==> src/rtl/spt_map.svh <==
// register indices, field positions and reset values of the slave port
`ifndef SPT_MAP_SVH
`define SPT_MAP_SVH

// ************************************************************
// register indices (byte address is four times the index)
// ************************************************************
`define SPT_IDX_PORT_D 8'h08
`define SPT_IDX_PORT_E 8'h09
`define SPT_IDX_IRQ_FLAGS 8'h0C
`define SPT_IDX_DIR_CTRL 8'h89
`define SPT_IDX_IRQ_EN 8'h8C
`define SPT_IDX_ANALOG 8'h9F

// ************************************************************
// field positions
// ************************************************************
`define SPT_BIT_IN_FULL 7
`define SPT_BIT_OUT_FULL 6
`define SPT_BIT_OVERRUN 5
`define SPT_BIT_MODE 4
`define SPT_BIT_IRQ 7
`define SPT_PE_RD 0
`define SPT_PE_WR 1
`define SPT_PE_CS 2

// ************************************************************
// reset values and decode thresholds
// ************************************************************
`define SPT_RST_DIR 3'h7
`define SPT_RST_ANALOG 8'h00
`define SPT_RST_PD_SYNC 8'h00
`define SPT_RST_PE_SYNC 3'h7
`define SPT_ANA_E_DIGITAL 4'h8

`endif

==> src/rtl/spt_pkg.sv <==
// types shared by the slave port design
package spt_pkg;

	// ************************************************************
	// bus carriers
	// ************************************************************
	typedef struct packed {
		logic cyc;
		logic stb;
		logic we;
		logic [9:0] adr;
		logic [3:0] sel;
		logic [31:0] dat;
	} spt_wb_req_s;

	typedef struct packed {
		logic ack;
		logic [31:0] dat;
	} spt_wb_rsp_s;

	// ************************************************************
	// pin drivers
	// ************************************************************
	typedef struct packed {
		logic [7:0] pd_out;
		logic [7:0] pd_oe_n;
		logic [2:0] pe_out;
		logic [2:0] pe_oe_n;
	} spt_pin_s;

	// ************************************************************
	// host access tracking
	// ************************************************************
	typedef enum logic [2:0] {
		SPT_ST_IDLE = 3'b001,
		SPT_ST_READ = 3'b010,
		SPT_ST_WRITE = 3'b100
	} spt_host_e;

endpackage

==> src/rtl/spt_top.sv <==
// parallel slave port with port d latch, port e strobes and register file
//
// How it works
// - input_full_flag at bit 7 shows a host word awaiting a cpu read.
// - output_full_flag at bit 6 high until host reads cpu's last word.
// - host write while input word unread sets sticky overrun bit 5.
// - bit 4 selects slave port mode (1) or general purpose io (0).
// - bits 2:0 are port e pin directions, one means input.
// - reset loads control register with flags and mode clear, dir all ones.
// - in slave mode the host reads and writes port d without our clock; here strobes and data pass two-flop synchronisers on clk_sys.
// - port d appears to the host as one 8-bit read/write latch.
// - slave mode turns port e pins into read, write and select inputs.
// - host write happens when select and write strobe are first both low.
// - host read happens when select and read strobe are first both low.
// - selected and read strobe low means read; high means no read.
// - selected and write strobe low means write; high means no write.
// - select high makes the port ignore both strobes.
// - port e pins set analog read back as zero.
// - after reset port e pins stay analog until reconfigured.
//
// The Wishbone interface to the registers is this design's own decision.
`timescale 1ns/1ps
`include "spt_map.svh"
module spt_top (
	input wire logic clk_sys,
	input wire logic reset,
	input wire spt_pkg::spt_wb_req_s wb_req,
	output spt_pkg::spt_wb_rsp_s wb_rsp,
	input wire logic [7:0] pd_in,
	input wire logic [2:0] pe_in,
	output spt_pkg::spt_pin_s pins,
	output logic irq
);
	import spt_pkg::*;

	// ************************************************************
	// pin synchronisers
	// ************************************************************
	logic [7:0] pd_sync;
	logic [2:0] pe_sync;

	// data and strobes share latency, so data is stable at detection
	spt_sync #(.WIDTH(8), .RST_VAL(`SPT_RST_PD_SYNC)) u_sync_pd (
		.clk_sys(clk_sys),
		.reset(reset),
		.d(pd_in),
		.q(pd_sync)
	);

	spt_sync #(.WIDTH(3), .RST_VAL(`SPT_RST_PE_SYNC)) u_sync_pe (
		.clk_sys(clk_sys),
		.reset(reset),
		.d(pe_in),
		.q(pe_sync)
	);

	// ************************************************************
	// state
	// ************************************************************
	logic in_full_q, in_full_d;
	logic out_full_q, out_full_d;
	logic ovr_q, ovr_d;
	logic mode_q, mode_d;
	logic [2:0] dir_q, dir_d;
	logic [7:0] in_latch_q, in_latch_d;
	logic [7:0] out_latch_q, out_latch_d;
	logic [2:0] pe_latch_q, pe_latch_d;
	logic irqf_q, irqf_d;
	logic irqe_q, irqe_d;
	logic [7:0] analog_q, analog_d;
	spt_host_e host_q, host_d;
	spt_wb_rsp_s rsp_q, rsp_d;
	spt_pin_s pins_q, pins_d;
	logic irq_q, irq_d;

	// ************************************************************
	// analog gating and strobe decode
	// ************************************************************
	wire logic e_digital = (analog_q[3:0] >= `SPT_ANA_E_DIGITAL);
	// analog pins read as zero to software
	wire logic [2:0] pe_seen = e_digital ? pe_sync : 3'h0;
	// analog pins count as idle strobes so no phantom access occurs
	wire logic [2:0] strobe_n = e_digital ? pe_sync : 3'h7;
	wire logic selected = mode_q & ~strobe_n[`SPT_PE_CS];
	wire logic rd_low = selected & ~strobe_n[`SPT_PE_RD];
	wire logic wr_low = selected & ~strobe_n[`SPT_PE_WR];
	wire logic host_idle = (host_q == SPT_ST_IDLE);
	wire logic host_wr_ev = host_idle & wr_low;
	wire logic host_rd_ev = host_idle & ~wr_low & rd_low;

	// ************************************************************
	// host access tracker
	// ************************************************************
	// an access stays open until its strobe releases, one event each
	always_comb begin
		host_d = host_q;
		unique case (host_q)
			SPT_ST_IDLE: begin
				if (wr_low) begin
					host_d = SPT_ST_WRITE;
				end else if (rd_low) begin
					host_d = SPT_ST_READ;
				end
			end
			SPT_ST_READ: begin
				if (!rd_low) begin
					host_d = SPT_ST_IDLE;
				end
			end
			SPT_ST_WRITE: begin
				if (!wr_low) begin
					host_d = SPT_ST_IDLE;
				end
			end
		endcase
	end

	// ************************************************************
	// bus decode
	// ************************************************************
	wire logic bus_req = wb_req.cyc & wb_req.stb;
	// effects land on the edge where the master sees ack
	wire logic bus_fire = bus_req & rsp_q.ack;
	wire logic bus_wr = bus_fire & wb_req.we & wb_req.sel[0];
	wire logic bus_rd = bus_fire & ~wb_req.we;
	wire logic [7:0] idx = wb_req.adr[9:2];
	wire logic [7:0] wdat = wb_req.dat[7:0];
	wire logic hit_pd = (idx == `SPT_IDX_PORT_D);
	wire logic hit_pe = (idx == `SPT_IDX_PORT_E);
	wire logic hit_if = (idx == `SPT_IDX_IRQ_FLAGS);
	wire logic hit_dc = (idx == `SPT_IDX_DIR_CTRL);
	wire logic hit_ie = (idx == `SPT_IDX_IRQ_EN);
	wire logic hit_an = (idx == `SPT_IDX_ANALOG);
	wire logic cpu_rd_pd = bus_rd & hit_pd;
	wire logic cpu_wr_pd = bus_wr & hit_pd;
	wire logic cpu_wr_pe = bus_wr & hit_pe;
	wire logic cpu_wr_if = bus_wr & hit_if;
	wire logic cpu_wr_dc = bus_wr & hit_dc;
	wire logic cpu_wr_ie = bus_wr & hit_ie;
	wire logic cpu_wr_an = bus_wr & hit_an;
	wire logic ovr_clr = cpu_wr_dc & ~wdat[`SPT_BIT_OVERRUN];
	wire logic irqf_clr = cpu_wr_if & ~wdat[`SPT_BIT_IRQ];

	// ************************************************************
	// read data
	// ************************************************************
	wire logic [7:0] dir_ctrl_rd = {in_full_q, out_full_q, ovr_q, mode_q,
		1'b0, dir_q};
	// slave mode returns the host's word, otherwise the live pins
	wire logic [7:0] pd_rd = mode_q ? in_latch_q : pd_sync;
	wire logic [7:0] rdata = hit_pd ? pd_rd :
		hit_pe ? {5'h00, pe_seen} :
		hit_if ? {irqf_q, 7'h00} :
		hit_dc ? dir_ctrl_rd :
		hit_ie ? {irqe_q, 7'h00} :
		hit_an ? analog_q : 8'h00;

	// ************************************************************
	// next values
	// ************************************************************
	// set wins over clear for every hardware flag
	assign in_full_d = host_wr_ev | (in_full_q & ~cpu_rd_pd);
	assign out_full_d = (cpu_wr_pd & mode_q)
		| (out_full_q & ~host_rd_ev);
	assign ovr_d = (host_wr_ev & in_full_q & ~cpu_rd_pd)
		| (ovr_q & ~ovr_clr);
	assign mode_d = cpu_wr_dc ? wdat[`SPT_BIT_MODE] : mode_q;
	assign dir_d = cpu_wr_dc ? wdat[2:0] : dir_q;
	assign in_latch_d = host_wr_ev ? pd_sync : in_latch_q;
	assign out_latch_d = cpu_wr_pd ? wdat : out_latch_q;
	assign pe_latch_d = cpu_wr_pe ? wdat[2:0] : pe_latch_q;
	assign irqf_d = host_wr_ev | host_rd_ev | (irqf_q & ~irqf_clr);
	assign irqe_d = cpu_wr_ie ? wdat[`SPT_BIT_IRQ] : irqe_q;
	assign analog_d = cpu_wr_an ? wdat : analog_q;
	assign irq_d = irqf_q & irqe_q;
	assign rsp_d.ack = bus_req & ~rsp_q.ack;
	assign rsp_d.dat = (bus_req & ~rsp_q.ack) ? {24'h000000, rdata}
		: rsp_q.dat;
	assign pins_d.pd_out = out_latch_q;
	// drive port d only while a host read is open
	assign pins_d.pd_oe_n = {8{host_d != SPT_ST_READ}};
	assign pins_d.pe_out = pe_latch_q;
	assign pins_d.pe_oe_n = mode_q ? 3'h7 : dir_q;

	// ************************************************************
	// registers
	// ************************************************************
	always_ff @(posedge clk_sys) begin
		if (reset) begin
			in_full_q <= 1'b0;
			out_full_q <= 1'b0;
			ovr_q <= 1'b0;
			mode_q <= 1'b0;
			dir_q <= `SPT_RST_DIR;
		end else begin
			in_full_q <= in_full_d;
			out_full_q <= out_full_d;
			ovr_q <= ovr_d;
			mode_q <= mode_d;
			dir_q <= dir_d;
		end
	end

	always_ff @(posedge clk_sys) begin
		if (reset) begin
			in_latch_q <= 8'h00;
			out_latch_q <= 8'h00;
			pe_latch_q <= 3'h0;
			analog_q <= `SPT_RST_ANALOG;
			host_q <= SPT_ST_IDLE;
		end else begin
			in_latch_q <= in_latch_d;
			out_latch_q <= out_latch_d;
			pe_latch_q <= pe_latch_d;
			analog_q <= analog_d;
			host_q <= host_d;
		end
	end

	always_ff @(posedge clk_sys) begin
		if (reset) begin
			irqf_q <= 1'b0;
			irqe_q <= 1'b0;
			irq_q <= 1'b0;
			rsp_q <= '0;
			pins_q <= {8'h00, 8'hFF, 3'h0, 3'h7};
		end else begin
			irqf_q <= irqf_d;
			irqe_q <= irqe_d;
			irq_q <= irq_d;
			rsp_q <= rsp_d;
			pins_q <= pins_d;
		end
	end

	assign wb_rsp = rsp_q;
	assign pins = pins_q;
	assign irq = irq_q;
endmodule

==> src/rtl/spt_sync.sv <==
// two flip-flop synchroniser, one lane per bit
`timescale 1ns/1ps
module spt_sync #(
	parameter int WIDTH = 8,
	parameter logic [WIDTH-1:0] RST_VAL = '0
) (
	input wire logic clk_sys,
	input wire logic reset,
	input wire logic [WIDTH-1:0] d,
	output logic [WIDTH-1:0] q
);
	// ************************************************************
	// per-bit stages
	// ************************************************************
	genvar i;
	generate
		for (i = 0; i < WIDTH; i++) begin : g_lane
			logic meta_q;
			logic sync_q;
			// first stage feeds only the second
			always_ff @(posedge clk_sys) begin
				if (reset) begin
					meta_q <= RST_VAL[i];
					sync_q <= RST_VAL[i];
				end else begin
					meta_q <= d[i];
					sync_q <= meta_q;
				end
			end
			assign q[i] = sync_q;
		end
	endgenerate
endmodule

==> config.mk <==
export PLATFORM = sky130hd
export DESIGN_NAME = spt_top
export DESIGN_NICKNAME = d
export VERILOG_FILES = /design/src/rtl/spt_pkg.sv /design/src/rtl/spt_top.sv /design/src/rtl/spt_sync.sv
export VERILOG_INCLUDE_DIRS = /design/src /design/src/rtl
export SDC_FILE = /design/constraint.sdc
export NUM_CORES = 1
export LEC_CHECK = 0
export ABC_AREA = 1
export BUFFER_PORTS_ARGS = -buffer_cell sky130_fd_sc_hd__buf_2
export CORE_UTILIZATION = 50
export CTS_CLUSTER_SIZE = 14
export DETAILED_ROUTE_END_ITERATION = 8
export MAX_ROUTING_LAYER = met4
export PLACE_DENSITY = 0.79
export SETUP_SLACK_MARGIN = 0.05
export SLEW_MARGIN = 20
export SYNTH_ARGS = -nofsm -noshare
export SYNTH_HDL_FRONTEND = slang
export SYNTH_SLANG_ARGS = --single-unit
==> constraint.sdc <==
create_clock -name clk_sys -period 1.95 [get_ports clk_sys]
set_clock_uncertainty 0.1 [all_clocks]
set_input_delay 0.39 -clock clk_sys [delete_from_list [all_inputs] [get_ports clk_sys]]
set_output_delay 0.39 -clock clk_sys [all_outputs]
set_load 0.01 [all_outputs]
Word-level counts from Yosys, hierarchy flattened
Cells that the tools add are included.
W data, S select, Z words.
- register bits: 86
- logic and storage cells: 113
- order comparisons: 1
- equal/unequal tests: 10
- muxes and demuxes: 14
- bitwise gates (word level): 46
- reduce and logical (&&, ||, !) cells: 1
- operators with widths (operator ; count):
    $mux W8 ; 7
    $and A1 B1 Y1 ; 29
    $eq A8 B4 Y1 const B ; 3
    $eq A8 B8 Y1 const B ; 3
    $mux W3 ; 6
    $not A1 Y1 ; 12
    $pmux W3 S3 ; 1
    $or A1 B1 Y1 ; 5
    $ge A4 B4 Y1 const B ; 1
    $eq A3 B1 Y1 const B ; 1
    $eq A3 B2 Y1 const B ; 1
    $eq A3 B3 Y1 const B ; 1
    $ne A3 B2 Y1 const B ; 1
    $reduce_or A2 Y1 ; 1

Depth between registers and ports, before layout
- depth in word-level cells: 11
- gate-level depth with buffers: 10
- gate-level depth less buffers: 9

Cells and area by module
From an unflattened synthesis, not the netlist that was laid out.
- cells, all modules: 469
- area total of the unflattened synthesis: 3641.0 um2
- by module, submodules not included (module ; times used ; cells each ; area each (um2) ; sequential area each (um2)):
    spt_top ; 1 ; 389 ; 2915.3 ; 1281.2
    spt_sync at u_sync_pd ; 1 ; 58 ; 534.3 ; 320.3
    spt_sync at u_sync_pe ; 1 ; 22 ; 191.4 ; 120.1

Worst setup path after synthesis
Ideal clock, no wire load.
- path kind: input-to-reg
- start point: input port wb_req[44] (netlist name)
- end point: register analog_q[4]
- arrival: 1264 ps
- data required time: 1731 ps
- setup slack: 467 ps
- stages on the path: 9
- path through: inv_1 -> nand2_1 -> nor2_1 -> nand2_2 -> nor2_4 -> inv_2 -> buf_4 -> o21ai_0 -> a21oi_1
- cells in the longest elaborated chain, start to end: 2
- ends and longest elaborated chain (item ; RTL line ; RTL):
    start: declaration ; spt_top.sv:27 ; input wire spt_pkg::spt_wb_req_s wb_req,
    $eq A8 B8 Y1 (no source line) ; n/a ;
    $and A1 B1 Y1 ; spt_top.sv:140 ; wire logic cpu_wr_an = bus_wr & hit_an;
    end signal: assignment ; spt_top.sv:209 ; analog_q <= `SPT_RST_ANALOG;
    end signal: assignment ; spt_top.sv:215 ; analog_q <= analog_d;
    end: declaration ; spt_top.sv:70 ; logic [7:0] analog_q, analog_d;
No other way between the ends.
A chain may end at the register's enable or synchronous reset.

Worst setup path after layout
- start point: register rsp_q (netlist bit wb_rsp[32])
- end point: register out_latch_q[3]
- cells in the longest elaborated chain, start to end: 4
- ends and longest elaborated chain (item ; RTL line ; RTL):
    start: declaration ; spt_top.sv:72 ; spt_wb_rsp_s rsp_q, rsp_d;
    start signal: assignment ; spt_top.sv:231 ; rsp_q <= rsp_d;
    $and A1 B1 Y1 ; spt_top.sv:123 ; wire logic bus_fire = bus_req & rsp_q.ack;
    $and A1 B1 Y1 (2 in a row) ; spt_top.sv:124 ; wire logic bus_wr = bus_fire & wb_req.we & wb_req.sel[0];
    $and A1 B1 Y1 ; spt_top.sv:135 ; wire logic cpu_wr_pd = bus_wr & hit_pd;
    end signal: assignment ; spt_top.sv:213 ; out_latch_q <= out_latch_d;
    end: declaration ; spt_top.sv:66 ; logic [7:0] out_latch_q, out_latch_d;
No other way between the ends.

==> metrics <==
Via Count 2848; Post-Place Worst Slack 0.212 ns; sinks on the clock net 86; core outline area 6760 um2; Final Non-Filler Cells 600; number of warnings printed during yosys synthesis 0; category of the worst setup path launch point register; global route total overflow 0; total count of hold-check failures in the final report 0; mean cell area of the mapped netlist 7.66 um2; number of nets in the finished design 578; final routed DRC violation total 1; Yosys reg bits 86; Horiz. Die Dim 85.6 um; Final WS setup 0.403 ns; initial cell density of the core 51.7%; Worst Path Arrival 1.70 ns; total area of multi-input combinational cells 1290 um2; number of cell instances on the worst register-to-register path 7; Worst Min Path Start pe_in[1]; violated checks design-rule violations; wire length per cell after detailed routing 11.8 um; area share of the largest cell type after synthesis 49.3%; post-detailed-routing wire length 7110 um; Chip Height 85.6 um; type of the tightest min-delay check input port to register; sink of the worst hold path u_sync_pe.g_lane[1].meta_q; count of unique library cells instantiated by Yosys 28; global-route wire length before repair 11700 um; worst slack on hold paths 0.111 ns; most common library cell in the layout ignoring fill and taps sky130_fd_sc_hd__dfxtp_1; count of TritonRoute iterations in the first routing pass 8; endpoint of the worst-slack reg-to-reg timing path out_latch_q[3]; Clock transition at path regs 0.08 ns; FF-to-FF Start wb_rsp[32]; Overall Global Routing Usage 21.3%; number of levels in the clock H-tree 3; insertion delay of the later-clocked pin in the worst-skew pair 0.36 ns; Lkg Pwr 1.83 nW; number of antenna violations at the first check in global routing 0; category of the critical setup timing path register to register; maximum number of pins on one net before global-route repair 38; count of antenna diodes in the layout 0; required time reported for the critical path endpoint 2.10 ns; area of all sequential standard cells 1720 um2; kind of end point of the critical path register; Hold Crit Depth 2; weighted congestion at the end of routability-driven global placement 0.854; number of setup buffers added after CTS 0; status complete, but fails checks; time the final worst path needs with I/O delays and setup 1.55 ns; library cell with the largest summed area after synthesis sky130_fd_sc_hd__dfxtp_1; timing-limited maximum frequency 646 MHz; TritonCTS clock tree built; Reg2Reg Setup Slack 0.40 ns; average via count per standard cell 4.75; worst supply voltage drop on vdd 0.341 mV; post-synthesis cell count 456; maximum number of buffers from clock root to sink 2; number of pins with negative max-slew slack in the final report 0; post-route ant nets 0; placed cell count 585; final setup violation count 0; post-synthesis instance area 3490 um2; top cells by area in the synthesized netlist sky130_fd_sc_hd__dfxtp_1, sky130_fd_sc_hd__nor2_1, sky130_fd_sc_hd__o21ai_0, sky130_fd_sc_hd__buf_4, sky130_fd_sc_hd__nand2_1; die area 7320 um2; top-level port count 118; commonest cells after routing, fill and taps aside sky130_fd_sc_hd__dfxtp_1, sky130_fd_sc_hd__nor2_1, sky130_fd_sc_hd__buf_2; clock root buffer sky130_fd_sc_hd__clkbuf_8; synthesis-to-layout area growth 13.3%; share of cells above drive strength 1 21.3%; setup repair after global routing missed its margin no; power density normalized to cell area 847 nW/um2; post-route total power 0.00335 W; number of hold-repair buffers added at the cts stage 0; number of buffers inserted during clock tree synthesis 9; DR iter-0 viols 196; maximum capacitance violations 0; fill cell instance count of the final layout 638; quantity of I/O buffers inserted on ports 64; Resized Gates After CTS 0; vias in the first global route 2577; Rows 30; share of synthesized area occupied by flip-flops and latches 49.3%; Critical Path Fanout Max 14; Post-Route Setup TNS 0 ns; share of the clock period used by the worst path after layout 79.3%; post-DP HPWL 5130 um
==> critical path: stages (launching register included) <==
cell                      delay [ns]
sky130_fd_sc_hd__dfxtp_1        0.35
sky130_fd_sc_hd__nand3_1        0.13
sky130_fd_sc_hd__nor2_4         0.19
sky130_fd_sc_hd__inv_2          0.09
sky130_fd_sc_hd__nor2_4         0.18
sky130_fd_sc_hd__inv_2          0.14
sky130_fd_sc_hd__o21ai_0        0.20
sky130_fd_sc_hd__a21oi_1        0.05
==> cell families after synthesis <==
family | count (synthesis) | share of synthesized area (%)
AOI/OAI and AO/OA | 93 | 13.5
buffers and inverters | 111 | 16.2
DFF | 86 | 49.3
other | 1 | 0.107
and+or+nand+nor | 165 | 20.9
==> per-stage QoR <==
stage | utilization [%] | cell area, um2
2_1_floorplan | - | 3580
6_report | 58.6 | 3960
4_1_cts | 58.6 | 3960
3_5_place_dp | 55.3 | 3740
5_1_grt | 58.6 | 3960
3_3_place_gp | 55.3 | 3740
==> where the power goes <==
| part | total (W) | internal (W) | switching [W] | leakage (nW) |
|---|---|---|---|---|
| Clock | 0.00137 | 0.000751 | 0.000616 | 0.109 |
| Combinational | 0.000187 | 0.0000660 | 0.000121 | 1.02 |
| Sequential | 0.00180 | 0.00179 | 0.0000137 | 0.699 |
==> per-layer routing <==
metal	vias to the layer above	global-route usage, %	part of all wire [%]
li1	1483	-	-
met1	1263	26.2	45
met2	96	34.1	49
met3	6	5.00	5.5
met4	0	8.03	0.90
met5	-	-	0
==> final cells by class <==
class                           count  area share, %
Clock buffer                       10           3.48
Clock inverter                      5           2.06
Inverter                           67           6.54
Multi-Input combinational cell    282           32.7
Sequential cell                    86           43.5
Tap cell                           80           2.53
Timing Repair Buffer               70           9.23
==> Yosys cell counts <==
| cell type | count |
|---|---|
| sky130_fd_sc_hd__buf_4 | 32 |
| sky130_fd_sc_hd__clkbuf_1 | 8 |
| sky130_fd_sc_hd__or2_2 | 7 |
| sky130_fd_sc_hd__nand2_2 | 3 |
| sky130_fd_sc_hd__nor2_2 | 1 |
| sky130_fd_sc_hd__a21oi_1 | 37 |
| sky130_fd_sc_hd__o21ai_0 | 48 |
| sky130_fd_sc_hd__nor3_2 | 1 |
| sky130_fd_sc_hd__o211ai_1 | 1 |
| sky130_fd_sc_hd__nor3_1 | 2 |
| sky130_fd_sc_hd__inv_2 | 5 |
| sky130_fd_sc_hd__nand3_1 | 18 |
| sky130_fd_sc_hd__buf_2 | 1 |
| sky130_fd_sc_hd__nor2_1 | 65 |
| sky130_fd_sc_hd__buf_8 | 1 |
| sky130_fd_sc_hd__nand3_2 | 1 |
| sky130_fd_sc_hd__buf_1 | 1 |
| sky130_fd_sc_hd__conb_1 | 1 |
| sky130_fd_sc_hd__buf_6 | 1 |
| sky130_fd_sc_hd__nor2_4 | 5 |
| sky130_fd_sc_hd__clkinv_4 | 1 |
| sky130_fd_sc_hd__nand2_1 | 61 |
| sky130_fd_sc_hd__dfxtp_1 | 86 |
| sky130_fd_sc_hd__nand2_4 | 1 |
| sky130_fd_sc_hd__inv_4 | 1 |
| sky130_fd_sc_hd__a31oi_1 | 4 |
| sky130_fd_sc_hd__o21ai_1 | 3 |
| sky130_fd_sc_hd__inv_1 | 60 |
==> how the worst max path moves through the flow <==
stage	start	cells after the start	to
2_1_floorplan	wb_req[44]	9	analog_q[4]
6_report	wb_rsp[32]	7	out_latch_q[3]
4_1_cts	wb_rsp[32]	7	out_latch_q[3]
5_1_grt	wb_rsp[32]	7	analog_q[5]
3_3_place_gp	wb_req[40]	9	pe_latch_q[2]
3_5_place_dp	wb_req[40]	9	pe_latch_q[2]
==> sequential cells by signal, indices dropped and copies added, names as in the netlist, 3 cells and up <==
| register | count |
|---|---|
| u_sync_pe.g_lane.sync_q | 3 |
| in_latch_q | 8 |
| u_sync_pd.g_lane.meta_q | 8 |
| pins | 15 |
| out_latch_q | 8 |
| pe_latch_q | 3 |
| dir_q | 3 |
| u_sync_pd.g_lane.sync_q | 8 |
| wb_rsp | 9 |
| analog_q | 8 |
| host_q | 3 |
| u_sync_pe.g_lane.meta_q | 3 |
No activity file was read; power rests on OpenSTA's default activity.
